==> src/boost_pump_params.svh <==
// Register offsets, field positions, reset values and timing counts
// Assumes inclusion by bare name from the design module
`ifndef BOOST_PUMP_PARAMS_SVH
`define BOOST_PUMP_PARAMS_SVH
`define PUMP_ENABLE_ADDR 8'h5f
`define PUMP_SELECT_ADDR 8'h61
`define BOOST_ENABLE_ADDR 8'h62
`define BOOST_CONFIG_ADDR 8'h63
`define BOOST_PEAK_ADDR 8'h64
`define SEQ_SW_CTRL 3'h7
`define SEQ_AT_0PCT 3'h2
`define SEQ_AT_25PCT 3'h3
`define SEQ_AT_50PCT 3'h4
`define SEL_OFF 2'h0
`define SEL_ON 2'h1
`define SEL_INPUTS 2'h2
`define BOOST_ENABLE_MASK 8'h03
`define BOOST_CONFIG_MASK 8'h0f
`define BOOST_PEAK_MASK 8'h8f
`define PUMP_ENABLE_MASK 8'h03
`define FAST_START_MS 50
`define SLOW_START_MS 100
`define PRECHARGE_CODE 4'h0
`define PHASE_AT_0PCT 3'h1
`define PHASE_AT_25PCT 3'h2
`define PHASE_AT_50PCT 3'h3
`define PHASE_FULL 3'h4
`define SEL_MSB 1
`define CONFIG_MSB 3
`define PEAK_CODE_MSB 3
`define BYPASS_BIT 7
`define DISCHARGE_BIT 3
`define ADAPTIVE_BIT 2
`define FAST_START_BIT 1
`define SWITCH_HALF_BIT 0
`define REG_RESET_VALUE 8'h00
`endif

==> src/boost_pump_pkg.sv <==
// Types shared by the enable and configuration logic
// Assumes the parameter header is on the include path
package boost_pump_pkg;
  typedef struct packed {
    logic [1:0] pumpEnableSel;
    logic [7:0] pumpInputSelect;
    logic [1:0] boostEnableSel;
    logic [3:0] boostConfig;
    logic [7:0] boostPeak;
    logic [7:0] readData;
    logic pumpOn;
    logic boostOn;
    logic dischargeReq;
    logic adaptivePeak;
    logic fastStartup;
    logic switchHalving;
    logic tableBypass;
    logic [3:0] peakCode;
  } state_type;
  typedef struct packed {
    logic write;
    logic read;
    logic [7:0] addr;
    logic [7:0] data;
  } reg_access_type;
endpackage

==> src/boost_pump_enable_ctrl.sv <==
// Enable and configuration registers of the charge pump and boost stages
// Assumes a serial port front end giving one-cycle read and write strobes
`timescale 1ns/1ps
`default_nettype none
`include "boost_pump_params.svh"
module boost_pump_enable_ctrl #(
  parameter int NUM_INPUTS = 8,
  parameter int NUM_PUMP_INPUTS = 6
) (
  input wire logic clk, // 50 MHz clock
  input wire logic rst_n, // Synchronous reset, active low
  input wire boost_pump_pkg::reg_access_type regAccess, // Register strobe, address, data
  input wire logic [2:0] pumpSequenceCfg, // Factory pump sequence code
  input wire logic [2:0] boostSequenceCfg, // Factory boost sequence code
  input wire logic [2:0] sequencePhase, // 0 none,1 at 0%,2 at 25%,3 at 50%,4 at 100%
  input wire logic [NUM_INPUTS-1:0] multipurposeCtrlInput, // Control inputs
  input wire logic [3:0] tablePeakCode, // Peak code from lookup table
  output logic [7:0] readData, // Read data, valid cycle after read
  output logic pumpOn, // Charge pump enable
  output logic boostOn, // Boost enable
  output logic boostDischarge, // Boost passive discharge request
  output logic adaptivePeak, // Adaptive peak current on
  output logic fastStartup, // 50ms startup selected
  output logic switchHalving, // Half boost switch size
  output logic tableBypass, // Peak code from register
  output logic [3:0] peakCode // Effective boost peak code
);
  import boost_pump_pkg::*;

  // ----------------------------------------
  // Parameter checks
  // ----------------------------------------
  // Read mux and input OR are sized for eight control inputs
  if (NUM_INPUTS != 8) begin : g_bad_input_count
    $error("Control input count must be 8");
  end

  if (NUM_PUMP_INPUTS < 1 || NUM_PUMP_INPUTS > NUM_INPUTS) begin : g_bad_pump_count
    $error("Pump input count must lie between 1 and the control input count");
  end

  // ----------------------------------------
  // Constants and state
  // ----------------------------------------
  // Select bits above the pump input count are stored but never gate the OR
  localparam logic [7:0] PUMP_MASK = 8'((9'h001 << NUM_PUMP_INPUTS) - 9'h001);

  state_type cur, next_cur;

  // ----------------------------------------
  // Sequence decode
  // ----------------------------------------
  // Fixed codes switch the stage on once the power-up delay passes their point
  function automatic logic fixedSeqOn(input logic [2:0] seq, input logic [2:0] phase);
    logic result;
    result = 1'b0;
    case (seq)
      `SEQ_AT_0PCT: result = (phase >= `PHASE_AT_0PCT);
      `SEQ_AT_25PCT: result = (phase >= `PHASE_AT_25PCT);
      `SEQ_AT_50PCT: result = (phase >= `PHASE_AT_50PCT);
      default: result = 1'b0;
    endcase
    return result;
  endfunction

  // Reserved select code keeps the stage off
  function automatic logic softSelOn(input logic [1:0] sel, input logic anyInput);
    logic result;
    result = 1'b0;
    case (sel)
      `SEL_OFF: result = 1'b0;
      `SEL_ON: result = 1'b1;
      `SEL_INPUTS: result = anyInput;
      default: result = 1'b0;
    endcase
    return result;
  endfunction

  // Software select only counts after the full power-up delay
  function automatic logic seqEnable(input logic [2:0] seq, input logic [2:0] phase,
                                     input logic [1:0] sel, input logic anyInput);
    logic result;
    result = 1'b0;
    if (seq == `SEQ_SW_CTRL) begin
      result = (phase >= `PHASE_FULL) && softSelOn(sel, anyInput);
    end else begin
      result = fixedSeqOn(seq, phase);
    end
    return result;
  endfunction

  // ----------------------------------------
  // Next state
  // ----------------------------------------
  always_comb begin
    logic pumpAnyInput;
    logic [7:0] readWord;
    pumpAnyInput = 1'b0;
    readWord = `REG_RESET_VALUE;
    next_cur = cur;

    // Unmapped addresses leave every field alone
    // masked boost writes
    if (regAccess.write) begin
      case (regAccess.addr)
        `PUMP_ENABLE_ADDR: begin
          next_cur.pumpEnableSel = regAccess.data[`SEL_MSB:0];
        end
        `PUMP_SELECT_ADDR: begin
          next_cur.pumpInputSelect = regAccess.data;
        end
        `BOOST_ENABLE_ADDR: begin
          next_cur.boostEnableSel = regAccess.data[`SEL_MSB:0];
        end
        `BOOST_CONFIG_ADDR: begin
          next_cur.boostConfig = regAccess.data[`CONFIG_MSB:0];
        end
        `BOOST_PEAK_ADDR: begin
          next_cur.boostPeak = regAccess.data & `BOOST_PEAK_MASK;
        end
        default: begin
          next_cur = cur;
        end
      endcase
    end

    // Read returns the value held before a same-cycle write
    // sequence read only
    if (regAccess.read) begin
      case (regAccess.addr)
        `PUMP_ENABLE_ADDR: begin
          readWord = {pumpSequenceCfg, 3'h0, cur.pumpEnableSel};
        end
        `PUMP_SELECT_ADDR: begin
          readWord = cur.pumpInputSelect;
        end
        `BOOST_ENABLE_ADDR: begin
          readWord = {boostSequenceCfg, 3'h0, cur.boostEnableSel};
        end
        `BOOST_CONFIG_ADDR: begin
          readWord = {4'h0, cur.boostConfig};
        end
        `BOOST_PEAK_ADDR: begin
          readWord = cur.boostPeak;
        end
        default: begin
          readWord = `REG_RESET_VALUE;
        end
      endcase
    end
    next_cur.readData = readWord;

    // ----------------------------------------
    // Charge pump enable
    // ----------------------------------------
    // select bits gate
    pumpAnyInput = |(multipurposeCtrlInput & cur.pumpInputSelect & PUMP_MASK);
    next_cur.pumpOn = seqEnable(pumpSequenceCfg, sequencePhase, cur.pumpEnableSel,
                                pumpAnyInput);

    // ----------------------------------------
    // Boost enable and discharge
    // ----------------------------------------
    // boost sequencing
    // boost enable decode
    // Input control of the boost needs a select register this block lacks
    next_cur.boostOn = seqEnable(boostSequenceCfg, sequencePhase, cur.boostEnableSel, 1'b0);
    // discharge when disabled
    // Off and hard-reset discharge is handled outside this block
    next_cur.dischargeReq = cur.boostConfig[`DISCHARGE_BIT]
                            && boostSequenceCfg == `SEQ_SW_CTRL
                            && cur.boostEnableSel == `SEL_OFF;

    // ----------------------------------------
    // Boost configuration
    // ----------------------------------------
    // adaptive peak
    next_cur.adaptivePeak = cur.boostConfig[`ADAPTIVE_BIT];
    next_cur.fastStartup = cur.boostConfig[`FAST_START_BIT];
    next_cur.switchHalving = cur.boostConfig[`SWITCH_HALF_BIT];
    next_cur.tableBypass = cur.boostPeak[`BYPASS_BIT];
    if (cur.boostPeak[`BYPASS_BIT]) begin
      next_cur.peakCode = cur.boostPeak[`PEAK_CODE_MSB:0];
    end else begin
      next_cur.peakCode = tablePeakCode;
    end
  end

  // ----------------------------------------
  // State register
  // ----------------------------------------
  always_ff @(posedge clk) begin
    if (!rst_n) begin
      cur <= '0;
    end else begin
      cur <= next_cur;
    end
  end

  // ----------------------------------------
  // Outputs
  // ----------------------------------------
  // Every output is a field of the state register
  assign readData = cur.readData;
  assign pumpOn = cur.pumpOn;
  assign boostOn = cur.boostOn;
  assign boostDischarge = cur.dischargeReq;
  assign adaptivePeak = cur.adaptivePeak;
  assign fastStartup = cur.fastStartup;
  assign switchHalving = cur.switchHalving;
  assign tableBypass = cur.tableBypass;
  assign peakCode = cur.peakCode;
endmodule
`default_nettype wire

==> config.mk <==
export PLATFORM = sky130hd
export DESIGN_NAME = boost_pump_enable_ctrl
export DESIGN_NICKNAME = d
export VERILOG_FILES = /design/src/boost_pump_pkg.sv /design/src/boost_pump_enable_ctrl.sv
export VERILOG_INCLUDE_DIRS = /design/src /design/src/src
export SDC_FILE = /design/constraint.sdc
export NUM_CORES = 1
export LEC_CHECK = 0
export ABC_AREA = 1
export BUFFER_PORTS_ARGS = -buffer_cell sky130_fd_sc_hd__buf_2
export CORE_ASPECT_RATIO = 1.1
export CORE_UTILIZATION = 45
export DETAILED_ROUTE_END_ITERATION = 7
export PLACE_DENSITY = 0.71
export SLEW_MARGIN = 10
export SYNTH_ARGS = -nofsm -noshare
export SYNTH_HDL_FRONTEND = slang
export SYNTH_SLANG_ARGS = --single-unit
==> constraint.sdc <==
create_clock -name clk -period 3.05 [get_ports clk]
set_clock_uncertainty 0.05 [all_clocks]
set_input_delay 0.61 -clock clk [delete_from_list [all_inputs] [get_ports clk]]
set_output_delay 0.61 -clock clk [all_outputs]
set_load 0.05 [all_outputs]
==> metrics.md, run 1 <==
| Metric | Value |
|---|---|
| Slowest stage delay, CP | `480 ps` |
| Worst Setup End Kind | `register` |
| First-pass GRT wire length | `6970 µm` |
| Proportion of layout cells with a drive suffix above 1 | `24.8%` |
| Hold/Removal Path Class | `reg -> reg` |
| CP bufs+invs | `2` |
| Adder-cell share of the synthesized area | `1.27%` |
| Fillers | `419` |
| Simple-gate share of the synthesized area | `27.3%` |
| Post-synth top cells | `inv_1 (42), nand2_1 (42), dfxtp_1 (40)` |
| Gpl congestion | `0.834` |
| Total Neg Setup Slack | `0 ps` |
| Worst Tran Pin Value | `600 ps` |
| Initial antenna violation count | `0` |
| Hold Fails Final Rpt | `0` |
| Compound-Gate Fraction of Synth Area | `15.3%` |
| Endpoint, Worst Hold | `switchHalving$_SDFF_PN0_` |
| Post-synthesis mux area share | `0%` |
| Rows | `24` |
| Cell Chain, Critical Path | `buf_2 -> inv_1 -> nand3_2 -> nor2_4 -> nand3_4 -> o21ai_0 -> a21oi_1` |
| Largest net degree at the start of global routing | `30` |
| Total grt overflow | `0` |
| WP data required | `3180 ps` |
| Mapped Area | `1970 µm²` |
| Worst r2r src | `cur[41]$_SDFFE_PN0P_` |
| Final Hold Slack | `401 ps` |
| Synth area leader | `dfxtp_1` |
| Final worst path period share | `59.1%` |
| Starting Density | `48.2%` |
| Area Overhead vs Synth | `16.3%` |
| Die X | `65.1 µm` |
| R2R depth | `5` |
| RSZ-0062 raised after global routing | `no` |
| Primary FF master, synth | `dfxtp_1` |
| Yosys top cell area share | `40.7%` |
| Cts bufs inserted | `5` |
| Slew Limit Headroom | `59.9%` |
| Top Ports | `60` |
| Reg2reg end | `pumpOn$_SDFF_PN0_` |
| Xor/xnor cell area share of the yosys netlist | `0%` |
| Reg2reg setup slack | `1820 ps` |
| Hold depth | `2` |
| EDFF count, synth | `0` |
| Initial DRC Count | `116` |
| Syn_nets | `311` |
| Crit-path leading delay family | `simple AND/OR/NAND/NOR gates` |
| DPL Wire Length | `3230 µm` |
| WL/cell | `11.6 µm` |
| Gate Count Post-Synth | `268` |
| Setup-failing EPs final | `0` |
| Vias post-DR | `1,768` |
| Clock Latency Late Sink | `290 ps` |
| CP Class | `in -> reg` |
| Worst VDD drop | `0.000279 V` |
| Crit start category | `primary input` |
| H-tree Lvls | `2` |
| DRT antenna net count | `0` |
| Async SR Flop Fraction | `0%` |
| Number of gates resized after cts | `0` |
| Worst hold start | `cur[27]$_SDFFE_PN0P_` |
| DRC | `0` |
| Reg clk slew, reported paths | `70 ps` |
| Clock sinks | `40` |
| CP max-delay cell | `nor2_4` |
| Post-CTS Setup Repair Bufs | `0` |
| Antenna diode count | `0` |
| CTS tree | `built` |
| Die Span Y | `71.4 µm` |
| Static Leak | `1.09 nW` |
| Drt pass-1 iters | `4` |
| CTS Hold Bufs | `0` |
| Drt total wl | `4230 µm` |
| Maximum clock frequency | `0.555 GHz` |
| Port Buffers | `57` |
| Register area share after synthesis | `40.7%` |
| CTS Buffer Depth | `2` |
| Max Cap Viol | `0` |
| Placed cell area | `2180 µm²` |
| Vias in the first global route | `1,567` |
| Total GRT Usage | `19.9%` |
| Via/cell ratio | `4.83` |
| Crit Path Max Fanout | `22` |
| Main combinational cell family by area after synthesis | `simple AND/OR/NAND/NOR gates` |
| # nets final | `356` |
| Post-layout minimum cycle time | `1800 ps` |
| Synth top area cells | `dfxtp_1 (41%), inv_1 (8.0%), nand2_1 (8.0%)` |
| CP Data Arrival Time | `1930 ps` |
| Die Footprint | `4650 µm²` |
| Syn. warnings | `0` |
| Syn_area_per_cell | `7.35 µm²` |
| Slew Limit Fails | `0` |
| Status | `complete, no violations` |
| PwrDens | `456 nW/µm²` |
| Core area | `4080 µm²` |
| Synth unique cells | `28` |
| Root buf cell | `clkbuf_8` |
| #FFs+latches synth | `40` |
| Post-route design area | `2290 µm²` |
## power by group
| group | switching (W) | internal (W) |
|---|---|---|
| sequential | 0.00000151 | 0.000527 |
| combinational | 0.0000677 | 0.0000335 |
| clock | 0.000173 | 0.000243 |
## per-stage QoR
stage / total power (W) / setup WS, ps / instances / utilization (%)
CTS: 0.00106 / 1250 / 366 / 56.1
finish: 0.00105 / 1250 / 366 / 56.1
global placement: 0.000640 / 985 / 358 / 53.5
floorplan: 0.000601 / 1520 / 268 / -
global route: 0.00109 / 1050 / 366 / 56.1
detailed placement: 0.000642 / 956 / 358 / 53.5
## state kept, by name (all words and copies together) (netlist names)
name,count
cur,21
readData,8
peakCode,4
adaptivePeak,1
boostDischarge,1
boostOn,1
fastStartup,1
pumpOn,1
switchHalving,1
tableBypass,1
## worst max path at each step
| stage | start | end | cells past startpoint |
|---|---|---|---|
| 3_5_place_dp | regAccess[15] | cur[37]$_SDFFE_PN0P_ | 7 |
| 6_report | regAccess[15] | cur[35]$_SDFFE_PN0P_ | 7 |
| 5_1_grt | regAccess[15] | cur[40]$_SDFFE_PN0P_ | 7 |
| 3_3_place_gp | regAccess[15] | cur[35]$_SDFFE_PN0P_ | 7 |
| 2_1_floorplan | regAccess[15] | cur[31]$_SDFFE_PN0P_ | 7 |
| 4_1_cts | regAccess[15] | cur[35]$_SDFFE_PN0P_ | 7 |
## cells by family (layout without fill, tap and decap cells)
logic type      after synthesis  count (layout)
buf+inv                      63             109
flops                        40              40
compound gates               59              59
fa+ha+maj                     2               2
simple gates                104             104
## worst reg2reg max path: stages (launching register included)
cell and delay (ps):
dfxtp_1 370, inv_1 80, ha_1 310, nor3_1 170, nand2_1 70, a21oi_1 120
## per-layer routing
layer	up-vias	wire (µm)	track usage (%)
met4	0	65	7.25
met1	760	1920	26.7
met3	5	270	4.78
li1	941	-	-
met5	-	0	0
met2	62	1980	30.9
## final cells by class
cell class                      instances  area, µm²  share of cell area [%]
Clock buffer                            6       72.6                    3.17
Clock inverter                          2       35.0                    1.53
Inverter                               44        168                    7.32
Multi-Input combinational cell        165        865                    37.7
Sequential cell                        40        801                    35.0
Tap cell                               52       65.1                    2.84
Timing Repair Buffer                   57        285                    12.5
## cell usage in the layout (no fill, tap or decap), types with 3 or more instances in the layout
| cell type | netlist | final |
|---|---|---|
| a21oi_1 | 27 | 27 |
| dfxtp_1 | 40 | 40 |
| buf_2 | 1 | 57 |
| inv_1 | 42 | 42 |
| o21ai_0 | 28 | 28 |
| nand2_1 | 42 | 42 |
| clkbuf_8 | 0 | 5 |
| nor2_1 | 17 | 17 |
| nand3_1 | 26 | 26 |
| nor2_4 | 4 | 4 |
| nand4_1 | 3 | 3 |
Note: power is estimated with default switching activity, not from simulation.
==> run 2: changes to the inputs <==
==> constraint.sdc (replaced) <==
create_clock -name clk -period 1.7 [get_ports clk]
set_clock_uncertainty 0.05 [all_clocks]
set_input_delay 0.34 -clock clk [delete_from_list [all_inputs] [get_ports clk]]
set_output_delay 0.34 -clock clk [all_outputs]
set_load 0.05 [all_outputs]
==> run 2 against run 1 <==
  * Sequential power up 80%
  * Hold slack worse by 130 ps
  * Cell area down 0.71%
  * Clock power up 31%
  * Critical path depth up 1
  * Count of clock-buffer cells in the layout down 1
  * Sequential share of layout area up 0.25 points
  * Register-to-register slack worse by 1400 ps
  * Die area unchanged
  * First-iteration DRC count down 21%
  * Final cell count unchanged
  * Non-clock buffer count up 3
  * Largest power group unchanged
  * Highest routed layer unchanged
==> metrics.md, run 2 (synthesis gave the netlist of run 1 again) <==
| Metric | Value |
|---|---|
| Worst Tran Pin Value | `361 ps (-239 ps)` |
| Total power | `0.00168 W (+61%)` |
| H-tree Lvls | `2 (unchanged)` |
| DRT antenna net count | `0 (unchanged)` |
| Total Neg Setup Slack | `0 ps (unchanged)` |
| Proportion of layout cells with a drive suffix above 1 | `25.2% (+0.32 points)` |
| Reg clk slew, reported paths | `70 ps (about the same)` |
| Via/cell ratio | `4.89 (+1.2%)` |
| Fin util | `55.7% (-0.40 points)` |
| Drt total wl | `4260 µm (+0.64%)` |
| Clock Latency Late Sink | `280 ps (about the same)` |
| Status | `complete, no violations` |
| Static Leak | `1.08 nW (-0.34%)` |
| DPL Wire Length | `3330 µm (+2.9%)` |
| Cts bufs inserted | `5 (unchanged)` |
| PwrDens | `739 nW/µm² (+62%)` |
| Drt pass-1 iters | `4 (unchanged)` |
| Root buf cell | `clkbuf_8` |
| CP Class | `in -> reg` |
| Antenna diode count | `0 (unchanged)` |
| CTS Hold Bufs | `0 (unchanged)` |
| Area Overhead vs Synth | `15.5%` |
| Die X | `65.1 µm (unchanged)` |
| Initial DRC Count | `92 (-21%)` |
| Post-CTS Setup Repair Bufs | `0 (unchanged)` |
| Most frequent standard cell in the layout excluding fill and tap cells | `buf_2` |
| Worst Setup End Kind | `register` |
| Reg with most FFs | `cur` |
| WP data required | `1820 ps (-1360 ps)` |
| Largest net degree at the start of global routing | `29 (-3.3%)` |
| Starting Density | `48.2% (unchanged)` |
| WL/cell | `11.6 µm (+0.64%)` |
| Port Buffers | `57 (unchanged)` |
| CP Data Arrival Time | `1400 ps (-530 ps)` |
| Die Span Y | `71.4 µm (unchanged)` |
| Hold/Removal Path Class | `in -> reg` |
| Max Cap Viol | `0 (unchanged)` |
| Vias post-DR | `1,790 (+1.2%)` |
| Crit start category | `primary input` |
| DRC | `0 (unchanged)` |
| Number of gates resized after cts | `0 (unchanged)` |
| Total GRT Usage | `19.9% (about the same)` |
| First-pass GRT wire length | `7050 µm (+1.2%)` |
| Post-layout minimum cycle time | `1280 ps` |
| Rows | `24 (unchanged)` |
| CTS Buffer Depth | `2 (unchanged)` |
| Vias in the first global route | `1,651 (+5.4%)` |
| Maximum clock frequency | `0.780 GHz` |
| Initial antenna violation count | `0 (unchanged)` |
| Total grt overflow | `0 (unchanged)` |
| Slew Limit Headroom | `75.9% (+16 points)` |
| Hold Fails Final Rpt | `0 (unchanged)` |
| Top Ports | `60 (unchanged)` |
| Core area | `4080 µm² (unchanged)` |
| Clock sinks | `40 (unchanged)` |
| Max FFs per register | `21 (unchanged)` |
| RSZ-0062 raised after global routing | `no` |
| Setup-failing EPs final | `0 (unchanged)` |
| Gpl congestion | `0.867 (+4.0%)` |
| # nets final | `359 (+0.84%)` |
| CTS tree | `built` |
| Commonest non-fill, non-tap cells in the layout | `buf_2 (57), inv_1 (42), nand2_1 (42)` |
| Final worst path period share | `75.4%` |
| Crit Path Max Fanout | `10 (-55%)` |
| Slew Limit Fails | `0 (unchanged)` |
| Worst VDD drop | `0.000567 V (+100%)` |
| Die Footprint | `4650 µm² (unchanged)` |
run 2: cell count changes in the layout (fill, tap and decap cells not counted), sizes merged:
cell / delta
clkinv: -1
clkbuf: -1
bufinv: -1
buf: +3
run 2: routing by layer:
metal	track usage (%)	wire (µm)	vias to the layer above
met1	26.1	2020	795
met2	32.3	1950	48
li1	-	-	942
met4	7.97	55	0
met5	0	0	-
met3	3.34	231	5
run 2: cell type report:
type                            count  area [µm²]
Fill cell                         429        1810
Multi-Input combinational cell    165         865
Sequential cell                    40         801
Timing Repair Buffer               60         308
Inverter                           44         168
Clock buffer                        5        68.8
Tap cell                           52        65.1
run 2: power by group:
part	leakage, nW	internal (W)	switching (W)
Combinational	0.722	0.0000631	0.000122
Clock	0.0359	0.000264	0.000283
Sequential	0.324	0.000946	0.00000266
run 2: per-stage QoR:
stage,cell area [µm²],cells,setup WS (ps),hold WS (ps)
final,2270,366,419,268
after global routing,2270,366,305,288
after CTS,2270,366,404,270
after detailed placement,2210,361,105,395
after global placement,2210,361,153,385
after floorplan,1970,268,439,370
run 2: critical path, stage by stage:
cell and delay [ps]:
buf_2 100, inv_1 70, nand3_2 80, nor2_4 210
buf_4 230, nand3_4 130, o21ai_0 180, a21oi_1 60
run 2: final timing paths:
check                              to  slack, ps            startpoint  depth (start not counted)
max              cur[20]$_SDFFE_PN0P_        420         regAccess[15]                          8
min              cur[39]$_SDFFE_PN0P_        270          regAccess[6]                          3
max reg2reg         pumpOn$_SDFF_PN0_        470  cur[41]$_SDFFE_PN0P_                          5
min reg2reg  switchHalving$_SDFF_PN0_        400  cur[27]$_SDFFE_PN0P_                          2
